[config.mk]
export PLATFORM = sky130hd
export DESIGN_NAME = agc_top
export DESIGN_NICKNAME = d
export VERILOG_FILES = /design/src/agc_pkg.sv /design/src/agc_gain_dec.sv /design/src/agc_top.sv
export SDC_FILE = /design/constraint.sdc
export NUM_CORES = 1
export LEC_CHECK = 0
export BUFFER_PORTS_ARGS = -buffer_cell sky130_fd_sc_hd__buf_4
export CORE_AREA = 5 5 124 126
export DETAILED_ROUTE_END_ITERATION = 7
export DIE_AREA = 0 0 129 131
export PLACE_DENSITY = 0.73
export SYNTH_ARGS = -nofsm -noshare
export SYNTH_HDL_FRONTEND = slang
export SYNTH_SLANG_ARGS = --single-unit
export TNS_END_PERCENT = 20
[constraint.sdc]
create_clock -name core_clk_i -period 4.2 [get_ports core_clk_i]
set_clock_uncertainty 0.15 [all_clocks]
set_input_delay 0.21 -clock core_clk_i [delete_from_list [all_inputs] [get_ports core_clk_i]]
set_output_delay 0.21 -clock core_clk_i [all_outputs]
set_load 0.01 [all_outputs]
[src/agc_pkg.sv]
// Package: register map, field layout and timing constants of the gain and chop configuration block
package agc_pkg;

   // ****************************************
   // Register indices and byte addresses
   // ****************************************
   localparam logic [7:0]  IDX_GAIN     = 8'h04;
   localparam logic [7:0]  IDX_RSVD     = 8'h05;
   localparam logic [7:0]  IDX_CHOP     = 8'h06;
   localparam logic [9:0]  ADDR_GAIN    = {IDX_GAIN, 2'b00};
   localparam logic [9:0]  ADDR_RSVD    = {IDX_RSVD, 2'b00};
   localparam logic [9:0]  ADDR_CHOP    = {IDX_CHOP, 2'b00};
   // Own addition: live status of the chop sequencer
   localparam logic [9:0]  ADDR_STAT    = 10'h020;

   // ****************************************
   // Reset values and field positions
   // ****************************************
   localparam logic [15:0] GAIN_RST     = 16'h0000;
   localparam logic [15:0] RSVD_RST     = 16'h0000;
   localparam logic [15:0] CHOP_RST     = 16'h0600;
   localparam int          CH0_LSB      = 0;
   localparam int          CH1_LSB      = 4;
   localparam int          CH2_LSB      = 8;
   localparam int          CH3_LSB      = 12;
   localparam int          CHOP_EN_BIT  = 8;
   localparam int          DLY_LSB      = 9;

   // Modulator clock enable every MOD_DIV core cycles
   localparam int          MOD_DIV      = 4;
   // Measurement length of each chop phase in modulator periods, settle time not included
   localparam int          PHASE_LEN    = 64;

   typedef struct packed {
      logic [2:0] ch3_gain_code;
      logic [2:0] ch2_gain_code;
      logic [2:0] ch1_gain_code;
      logic [2:0] ch0_gain_code;
   } agc_gain_t;

   typedef struct packed {
      logic       chop_enable;
      logic [3:0] chop_settle_delay;
   } agc_chop_t;

   typedef enum logic [1:0] {
      ST_IDLE,
      ST_SETTLE,
      ST_MEASURE
   } agc_state_t;

endpackage : agc_pkg

[src/agc_gain_dec.sv]
// Module: 3-bit gain code to power-of-two amplifier gain
`timescale 1ns/1ps
module agc_gain_dec
   import agc_pkg::*;
(
   input  wire logic [2:0] code_i,
   output logic      [7:0] gain_o
);
   // Code n selects gain two to the n
   assign gain_o = 8'h01 << code_i;
endmodule : agc_gain_dec

[src/agc_top.sv]
// Module: gain selection and global chop configuration registers with chop settle sequencer
//
// Operation
// Gain register at 04h resets to zero, unity gain on every channel
// Bits 14:12 hold channel 3 code, gain two to code
// Bits 10:8 hold channel 2 code, same power-of-two encoding
// Bits 6:4 hold channel 1 code, same power-of-two encoding
// Bits 2:0 hold channel 0 code, same power-of-two encoding
// Host writes zero to gain bits 15, 11, 7, 3; stored anyway
// Register 05h reserved, resets zero, host writes zeros only
// Chop register at 06h resets 0600h, chop off, delay code 3
// With chop enabled, wait two to code-plus-one modulator periods before measuring
// Delay counted in modulator periods; new code used at next phase change
//
// The implementer's own choice: register access over APB.
`timescale 1ns/1ps
module agc_top
   import agc_pkg::*;
(
   input  wire logic        core_clk_i,
   input  wire logic        reset_i,
   input  wire logic        psel_i,
   input  wire logic        penable_i,
   input  wire logic        pwrite_i,
   input  wire logic [9:0]  paddr_i,
   input  wire logic [31:0] pwdata_i,
   input  wire logic [3:0]  pstrb_i,
   output logic      [31:0] prdata_o,
   output logic             pready_o,
   output logic             pslverr_o,
   output agc_gain_t        gain_codes_o,
   output logic      [31:0] gains_o,
   output logic             chop_phase_o,
   output logic             measure_o
);

   // ****************************************
   // Registers
   // ****************************************
   logic [15:0] gain_ff;
   logic [15:0] rsvd_ff;
   logic [15:0] chop_ff;
   logic [31:0] rdata_ff;
   logic        err_ff;
   logic        wr_en;
   logic        rd_en;
   logic        hit;
   logic [15:0] wmask;
   logic [15:0] nxt_rdata;

   assign wr_en = psel_i && penable_i && pwrite_i;
   assign rd_en = psel_i && !penable_i && !pwrite_i;
   assign wmask = {{8{pstrb_i[1]}}, {8{pstrb_i[0]}}};
   assign hit   = (paddr_i == ADDR_GAIN) || (paddr_i == ADDR_RSVD) ||
                  (paddr_i == ADDR_CHOP) || (paddr_i == ADDR_STAT);

   // Zero wait states: every access completes in its first access cycle
   assign pready_o  = 1'b1;
   assign pslverr_o = err_ff && psel_i && penable_i;

   always_ff @(posedge core_clk_i) begin
      if (reset_i) begin
         gain_ff <= GAIN_RST;
      end else if (wr_en && paddr_i == ADDR_GAIN) begin
         // Reserved bits are stored as written, host keeps them zero
         gain_ff <= (gain_ff & ~wmask) | (pwdata_i[15:0] & wmask);
      end
   end

   always_ff @(posedge core_clk_i) begin
      if (reset_i) begin
         rsvd_ff <= RSVD_RST;
      end else if (wr_en && paddr_i == ADDR_RSVD) begin
         rsvd_ff <= (rsvd_ff & ~wmask) | (pwdata_i[15:0] & wmask);
      end
   end

   always_ff @(posedge core_clk_i) begin
      if (reset_i) begin
         chop_ff <= CHOP_RST;
      end else if (wr_en && paddr_i == ADDR_CHOP) begin
         chop_ff <= (chop_ff & ~wmask) | (pwdata_i[15:0] & wmask);
      end
   end

   // ****************************************
   // Read path, captured in setup phase
   // ****************************************
   agc_state_t  state_ff;
   logic        phase_ff;

   always_comb begin
      nxt_rdata = 16'h0000;
      case (paddr_i)
         ADDR_GAIN: nxt_rdata = gain_ff;
         ADDR_RSVD: nxt_rdata = rsvd_ff;
         ADDR_CHOP: nxt_rdata = chop_ff;
         ADDR_STAT: nxt_rdata = {13'h0000, phase_ff, state_ff};
         default:   nxt_rdata = 16'h0000;
      endcase
   end

   always_ff @(posedge core_clk_i) begin
      if (reset_i) begin
         rdata_ff <= 32'h0000_0000;
      end else if (rd_en) begin
         rdata_ff <= {16'h0000, nxt_rdata};
      end
   end

   always_ff @(posedge core_clk_i) begin
      if (reset_i) begin
         err_ff <= 1'b0;
      end else if (psel_i && !penable_i) begin
         // Unmapped address answers with an error; writes to status too
         err_ff <= !hit || (pwrite_i && paddr_i == ADDR_STAT);
      end
   end

   assign prdata_o = rdata_ff;

   // ****************************************
   // Gain outputs
   // ****************************************
   assign gain_codes_o.ch3_gain_code = gain_ff[CH3_LSB +: 3];
   assign gain_codes_o.ch2_gain_code = gain_ff[CH2_LSB +: 3];
   assign gain_codes_o.ch1_gain_code = gain_ff[CH1_LSB +: 3];
   assign gain_codes_o.ch0_gain_code = gain_ff[CH0_LSB +: 3];

   agc_gain_dec u_dec0 (.code_i(gain_codes_o.ch0_gain_code), .gain_o(gains_o[7:0]));
   agc_gain_dec u_dec1 (.code_i(gain_codes_o.ch1_gain_code), .gain_o(gains_o[15:8]));
   agc_gain_dec u_dec2 (.code_i(gain_codes_o.ch2_gain_code), .gain_o(gains_o[23:16]));
   agc_gain_dec u_dec3 (.code_i(gain_codes_o.ch3_gain_code), .gain_o(gains_o[31:24]));

   // ****************************************
   // Modulator clock enable
   // ****************************************
   logic [7:0] div_ff;
   logic       mod_tick;

   assign mod_tick = (div_ff == 8'(MOD_DIV - 1));

   always_ff @(posedge core_clk_i) begin
      if (reset_i || mod_tick) begin
         div_ff <= 8'h00;
      end else begin
         div_ff <= div_ff + 8'h01;
      end
   end

   // ****************************************
   // Chop sequencer
   // ****************************************
   agc_chop_t   cfg;
   logic [16:0] cnt_ff;
   logic [16:0] settle_len;
   logic [3:0]  dly_ff;

   assign cfg.chop_enable       = chop_ff[CHOP_EN_BIT];
   assign cfg.chop_settle_delay = chop_ff[DLY_LSB +: 4];
   // Code n waits two to n plus one periods; 1101b taken as 16384
   assign settle_len = 17'h0_0002 << dly_ff;

   always_ff @(posedge core_clk_i) begin
      if (reset_i) begin
         state_ff <= ST_IDLE;
         cnt_ff   <= 17'h0_0000;
         phase_ff <= 1'b0;
         dly_ff   <= CHOP_RST[DLY_LSB +: 4];
      end else if (!cfg.chop_enable) begin
         state_ff <= ST_IDLE;
         cnt_ff   <= 17'h0_0000;
         phase_ff <= 1'b0;
      end else if (mod_tick) begin
         case (state_ff)
            ST_IDLE: begin
               // Delay code latched on leaving idle, and again at each phase change
               dly_ff   <= cfg.chop_settle_delay;
               cnt_ff   <= 17'h0_0000;
               state_ff <= ST_SETTLE;
            end
            ST_SETTLE: begin
               if (cnt_ff == settle_len - 17'h0_0001) begin
                  cnt_ff   <= 17'h0_0000;
                  state_ff <= ST_MEASURE;
               end else begin
                  cnt_ff <= cnt_ff + 17'h0_0001;
               end
            end
            ST_MEASURE: begin
               if (cnt_ff == 17'(PHASE_LEN - 1)) begin
                  cnt_ff   <= 17'h0_0000;
                  phase_ff <= !phase_ff;
                  dly_ff   <= cfg.chop_settle_delay;
                  state_ff <= ST_SETTLE;
               end else begin
                  cnt_ff <= cnt_ff + 17'h0_0001;
               end
            end
            default: state_ff <= ST_IDLE;
         endcase
      end
   end

   assign chop_phase_o = phase_ff;
   // Without chopping, measurement runs continuously
   assign measure_o    = !cfg.chop_enable || (state_ff == ST_MEASURE);

endmodule : agc_top

==> results of run 1 <==
-- cell usage after synthesis, types with 10 or more instances --
cell type and number:
dfxtp_1 97, nor2_1 78, mux2i_1 65, nand2_1 49, clkbuf_1 38, a21oi_1 32, buf_4 30, nand3_1 30
o21ai_0 25, inv_1 18, nor3_1 15, nor3b_1 15, and3_1 12, nor2b_1 12, nand2b_1 11, o22ai_1 10
-- power groups by stage --
stage / logic [mW] / registers [mW] / clock network, mW
floorplan: 0.0592 / 0.948 / 0
global placement: 0.0872 / 0.948 / 0
detailed placement: 0.0876 / 0.949 / 0
CTS: 0.100 / 0.927 / 0.783
global route: 0.113 / 0.928 / 0.816
finish: 0.100 / 0.928 / 0.759
-- worst max-delay path, cell delays in order, from the launching register on --
cell and delay (ps):
dfxtp_1 460, or4_4 610, ha_1 230, buf_4 170, or4b_2 610, o2111ai_1 130
a32o_2 210, nor4_4 60, a211oi_2 440, nand2_2 300, o22ai_1 240
-- metrics by stage --
step / cell area [µm²] / setup slack, ps / cells / hold slack (ps) / utilization (%)
finish: 6568 / 503.0 / 927 / 83.00 / 46.24
global route: 6568 / 292.7 / 927 / 92.77 / 46.24
CTS: 6568 / 546.0 / 927 / 70.31 / 46.24
detailed placement: 6133 / 575.5 / 895 / 295.2 / 43.18
global placement: 6133 / 638.0 / 895 / 291.8 / 43.18
floorplan: 5542 / 1011 / 684 / 177.9 / -
-- final cells by class --
cell class | count | area, µm² | area share (%)
Clock buffer | 11 | 242.7 | 3.696
Timing Repair Buffer | 121 | 948.4 | 14.44
Sequential cell | 97 | 1942 | 29.57
Multi-Input combinational cell | 491 | 3105 | 47.29
Inverter | 18 | 67.56 | 1.029
Tap cell | 184 | 230.2 | 3.505
Clock inverter | 5 | 31.28 | 0.4763
-- cells by family after synthesis --
logic type | after synthesis | share of synthesized area, %
adders and majority gates | 7 | 1.597
DFF | 97 | 35.40
and+or+nand+nor | 282 | 27.49
xor gates and xnor gates | 14 | 2.235
other | 2 | 0.1369
buffers and inverters | 96 | 9.010
muxes | 65 | 11.86
AOI/OAI and AO/OA | 106 | 12.27
-- worst paths after layout --
kind	from	endpoint	slack, ps	depth (start not counted)
max	dly_ff[3]$_SDFFE_PP0P_	cnt_ff[5]$_SDFFE_PP0P_	500	10
min reg2reg	prdata_o[4]$_SDFFE_PP0P_	prdata_o[4]$_SDFFE_PP0P_	310	2
min	penable_i	err_ff$_SDFFE_PP0P_	80	4
max reg2reg	dly_ff[3]$_SDFFE_PP0P_	cnt_ff[5]$_SDFFE_PP0P_	500	10
-- metal layers --
layer / global-route usage [%] / share of wire (%)
met1: 21.43 / 45
met2: 26.59 / 47
met3: 4.106 / 6.2
met4: 5.559 / 1.6
met5: 0 / 0
==> summary.md, run 1 <==
| Metric | Value |
|---|---|
| Status | `finished clean` |
| Flop pwr share | `51.9%` |
| Arr. time, crit path | `3810 ps` |
| Hold Vio Cnt, Final | `0` |
| Warnings, synthesis | `0` |
| Crit path time final | `3697 ps` |
| Most frequent cells in the layout | `buf_4 (105), dfxtp_1 (97), nor2_1 (78)` |
| Sequential element share of the synthesized area | `35.40%` |
| Num CTS Buffers | `9` |
| WL/cell | `14.49 µm` |
| Hpwl dp | `9198 µm` |
| H-Tree Depth | `3` |
| Post-route ant nets | `0` |
| Hold Crit Class | `in -> reg` |
| Gr usage total | `16.42%` |
| Post-CTS setup buffers | `0` |
| Commonest non-fill, non-tap cell in the layout | `buf_4` |
| Cell taking the most area after synthesis | `dfxtp_1` |
| Clk pin slew, worst setup/hold paths | `60 ps` |
| Post-synth top area share | `35.40%` |
| Die Height | `131 µm` |
| Diode count | `0` |
| Sw Share | `22.64%` |
| Initial drt markers | `256` |
| Num rows | `44` |
| Io pins | `131` |
| CP Launch Type | `register` |
| Final #Nets | `796` |
| Endpoint class of the critical path | `register` |
| Routability cong. | `0.8776` |
| Combinational cell fraction of total power | `5.6%` |
| Cell Area, Synth | `5485 µm²` |
| Yosys cell types | `61` |
| Largest cells by area after synthesis | `dfxtp_1 (35%), mux2i_1 (12%), nor2_1 (5.3%), buf_4 (4.1%), nand2_1 (3.4%)` |
| GRT overflow | `0` |
| Filler instances | `1376` |
| Sw Pwr | `404.7 µW` |
| Syn Inst Count | `669` |
| First-pass GRT wire length | `22940 µm` |
| Internal power | `1.383 mW` |
| Core area | `14200 µm²` |
| Vias | `4785` |
| Final setup fails | `0` |
| Clock Power Share | `42.5%` |
| Leakage | `2.550 nW` |
| Post-synth ARST share | `0%` |
| Final wirelength | `13440 µm` |
| Post-CTS Hold Fix Bufs | `16` |
| Port buffer count | `95` |
| Drt first pass iters | `4` |
| Share of cells above drive strength 1 | `19.11%` |
| CP Class | `reg -> reg` |
| Synth Register Bits | `97` |
| Fmax | `0.2705 GHz` |
| Vias in the first global route | `4724` |
| Avg Inst Size Synth | `8.199 µm²` |
| Max-Cap Viols | `0` |
| Clock sink count | `97` |
| CP max FO | `15` |
| Number of synthesized flops with an enable pin | `0` |
| CTS root buffer | `clkbuf_16` |
| Sum Neg Setup Slack | `0 ps` |
| Initial antenna violation count | `0` |
| Drt drc | `0` |
| PostCTS Resize Cnt | `0` |
| Area delta synth->final | `19.73%` |
| CP required | `4320 ps` |
| RSZ-0062 raised after global routing | `false` |
| Die W | `129 µm` |
| PD cells | `272.1 nW/µm²` |
| Primary FF master, synth | `dfxtp_1` |
| Relative slew slack | `24.01%` |
| Die area | `16900 µm²` |
| TritonCTS clock tree | `done` |
| Largest net degree at the start of global routing | `72` |
| Routed vias/inst | `5.162` |
| Period utilization | `88.02%` |
| Pwr Total | `1.787 mW` |
| Peak supply drop | `146.6 µV` |
| Slew @ Worst Pin | `1136 ps` |
| Clock Latency Late Sink | `340 ps` |
| Clock buffer depth | `2` |
| Starting density of the core | `38.62%` |
| Final Max Slew Viols | `0` |
Power figures use the tool's default switching activity.
==> inputs of run 2 (changes only) <==
--- a/config.mk
+++ b/config.mk
@@ -6,10 +6,10 @@
 export NUM_CORES = 1
 export LEC_CHECK = 0
 export BUFFER_PORTS_ARGS = -buffer_cell sky130_fd_sc_hd__buf_4
-export CORE_AREA = 5 5 124 126
+export CORE_AREA = 5 5 107 109
 export DETAILED_ROUTE_END_ITERATION = 7
-export DIE_AREA = 0 0 129 131
-export PLACE_DENSITY = 0.73
+export DIE_AREA = 0 0 112 114
+export PLACE_DENSITY = 0.91
 export SYNTH_ARGS = -nofsm -noshare
 export SYNTH_HDL_FRONTEND = slang
 export SYNTH_SLANG_ARGS = --single-unit
==> summary.md, run 2 (same netlist as run 1, synthesis figures left out) <==
| Metric | Value |
|---|---|
| Clock Power Share | `35.5% (-7.0 points)` |
| Final core utilization | `60.99% (+15 points)` |
| Peak supply drop | `323.9 µV (+120%)` |
| Leakage | `2.497 nW (-2.1%)` |
| CTS root buffer | `clkbuf_8` |
| Vias in the first global route | `4779 (+1.2%)` |
| Starting density of the core | `52.20% (+14 points)` |
| Gr usage total | `21.14% (+4.7 points)` |
| Port buffer count | `95 (unchanged)` |
| Die Height | `114 µm (-13%)` |
| Clock sink count | `97 (unchanged)` |
| Drt first pass iters | `5 (+1)` |
| Worst reg2reg path startpoint | `dly_ff[1]$_SDFFE_PP1P_` |
| Crit path time final | `3913 ps (+216.4 ps)` |
| Die area | `12770 µm² (-24%)` |
| Internal power | `1.187 mW (-14%)` |
| Endpoint class of the critical path | `register` |
| Hold path cells | `4 (unchanged)` |
| Vias | `5020 (+4.9%)` |
| Sum Neg Setup Slack | `0 ps (unchanged)` |
| CP max FO | `19 (+4)` |
| Reg2Reg Depth | `11 (+1)` |
| Num CTS Buffers | `9 (unchanged)` |
| Final wirelength | `13740 µm (+2.3%)` |
| Largest net degree at the start of global routing | `72 (unchanged)` |
| Hold Path Sink | `err_ff$_SDFFE_PP0P_` |
| CP Class | `reg -> reg` |
| Max-Cap Viols | `0 (unchanged)` |
| Num rows | `38 (-14%)` |
| CP required | `4340 ps (+20 ps)` |
| Critical Path Max Stage Delay | `780 ps (+170 ps)` |
| Period utilization | `93.18% (+5.2 points)` |
| Combinational cell fraction of total power | `6.3% (+0.7 points)` |
| Diode count | `0 (unchanged)` |
| Placed cell area | `6071 µm² (-1.0%)` |
| Io pins | `131 (unchanged)` |
| Final setup fails | `0 (unchanged)` |
| PD cells | `248.4 nW/µm² (-8.7%)` |
| Share of cells above drive strength 1 | `19.14% (+0.026 points)` |
| GRT overflow | `0 (unchanged)` |
| RSZ-0062 raised after global routing | `false` |
| Hold Crit Class | `in -> reg` |
| Clock buffer depth | `2 (unchanged)` |
| Initial drt markers | `268 (+4.7%)` |
| Core area | `10510 µm² (-26%)` |
| Die W | `112 µm (-13%)` |
| Routed vias/inst | `5.692 (+10%)` |
| Final Max Slew Viols | `0 (unchanged)` |
| Relative slew slack | `25.45% (+1.4 points)` |
| Drt drc | `0 (unchanged)` |
| Routability cong. | `0.9204 (+4.9%)` |
| TritonCTS clock tree | `done` |
| Slew @ Worst Pin | `1114 ps (-21.48 ps)` |
| Sw Pwr | `405.2 µW (+0.13%)` |
| Sw Share | `25.45% (+2.8 points)` |
| Initial antenna violation count | `0 (unchanged)` |
| Most frequent cells in the layout | `buf_4 (104), dfxtp_1 (97), nor2_1 (78)` |
| Clock Latency Late Sink | `370 ps (+30 ps)` |
| Post-Layout Inst Area | `6409 µm² (-2.4%)` |
| CP Launch Type | `register` |
| Hold Vio Cnt, Final | `0 (unchanged)` |
| First-pass GRT wire length | `22630 µm (-1.3%)` |
| Status | `finished clean` |
| Flop pwr share | `58.2% (+6.3 points)` |
| Worst path slowest cell | `a211oi_2` |
| Crit Reg-Reg Endpoint | `cnt_ff[10]$_SDFFE_PP0P_` |
| Post-CTS setup buffers | `0 (unchanged)` |
| Post-CTS Hold Fix Bufs | `16 (unchanged)` |
| Area delta synth->final | `16.83%` |
| Final cell count without fillers | `882 (-4.9%)` |
| Final #Nets | `795 (-0.13%)` |
| Clk pin slew, worst setup/hold paths | `90 ps (+30 ps)` |
| H-Tree Depth | `3 (unchanged)` |
| Commonest non-fill, non-tap cell in the layout | `buf_4` |
| PostCTS Resize Cnt | `0 (unchanged)` |
| Crit-path cells | `buf_4, nor2_1, nand3_1, ha_1, or4b_2, o2111ai_1, a32o_2, nor4_4, a211oi_2, nand2_2, o21ai_0` |
| WL/cell | `15.58 µm (+7.5%)` |
| Arr. time, crit path | `4050 ps (+240 ps)` |
| Hpwl dp | `9303 µm (+1.1%)` |
| Fmax | `0.2555 GHz (-5.5%)` |
| FF-to-FF setup slack | `290 ps (-220 ps)` |
| HP Start | `penable_i` |
| Inst Count DP | `850 (-5.0%)` |
| Post-route ant nets | `0 (unchanged)` |
-- run 2: power groups by stage --
| stage | clock [mW] | sequential (mW) | combinational (mW) |
|---|---|---|---|
| floorplan | 0 | 0.948 | 0.0592 |
| global placement | 0 | 0.948 | 0.0850 |
| detailed placement | 0 | 0.948 | 0.0860 |
| CTS | 0.573 | 0.927 | 0.0986 |
| global route | 0.615 | 0.928 | 0.108 |
| finish | 0.565 | 0.927 | 0.0999 |
-- run 2: worst max-delay path by stage --
stage / start / to / depth (start not counted)
after floorplan: dly_ff[0]$_SDFFE_PP1P_ / cnt_ff[4]$_SDFFE_PP0P_ / 11
after global placement: dly_ff[3]$_SDFFE_PP0P_ / cnt_ff[8]$_SDFFE_PP0P_ / 9
after detailed placement: dly_ff[3]$_SDFFE_PP0P_ / cnt_ff[4]$_SDFFE_PP0P_ / 9
after CTS: dly_ff[3]$_SDFFE_PP0P_ / cnt_ff[11]$_SDFFE_PP0P_ / 9
after global routing: dly_ff[3]$_SDFFE_PP0P_ / cnt_ff[2]$_SDFFE_PP0P_ / 9
final: dly_ff[1]$_SDFFE_PP1P_ / cnt_ff[10]$_SDFFE_PP0P_ / 11
-- run 2: metrics by stage --
stage | power [mW] | setup WS, ps | hold slack, ps
after detailed placement | 1.034 | 356.1 | 287.9
after CTS | 1.598 | 325.9 | 30.72
after global placement | 1.033 | 419.7 | 289.0
after floorplan | 1.007 | 1011 | 177.9
after global routing | 1.651 | 86.93 | 84.59
final | 1.592 | 286.6 | 44.54
-- run 2: metal layers --
| layer | vias up | global-route usage (%) | part of all wire (%) |
|---|---|---|---|
| li1 | 2430 | - | - |
| met1 | 2393 | 25.67 | 41 |
| met2 | 168 | 36.89 | 51 |
| met3 | 29 | 3.660 | 5.8 |
| met4 | 0 | 9.295 | 2.3 |
| met5 | - | 0 | 0 |
-- run 2: critical path, delay by kind of cell (launching register included) --
| family | cells | cell delay [ps] |
|---|---|---|
| and+or+nand+nor | 5 | 1460 |
| DFF | 1 | 320 |
| adders and majority gates | 1 | 340 |
| AOI/OAI and AO/OA | 4 | 1360 |
| buffers and inverters | 1 | 200 |
-- run 2: final cells by class --
class | instances | area [µm²]
Inverter | 18 | 67.56
Clock inverter | 7 | 53.80
Tap cell | 140 | 175.2
Sequential cell | 97 | 1942
Fill cell | 840 | 4099
Clock buffer | 9 | 123.9
Multi-Input combinational cell | 491 | 3105
Timing Repair Buffer | 120 | 940.9
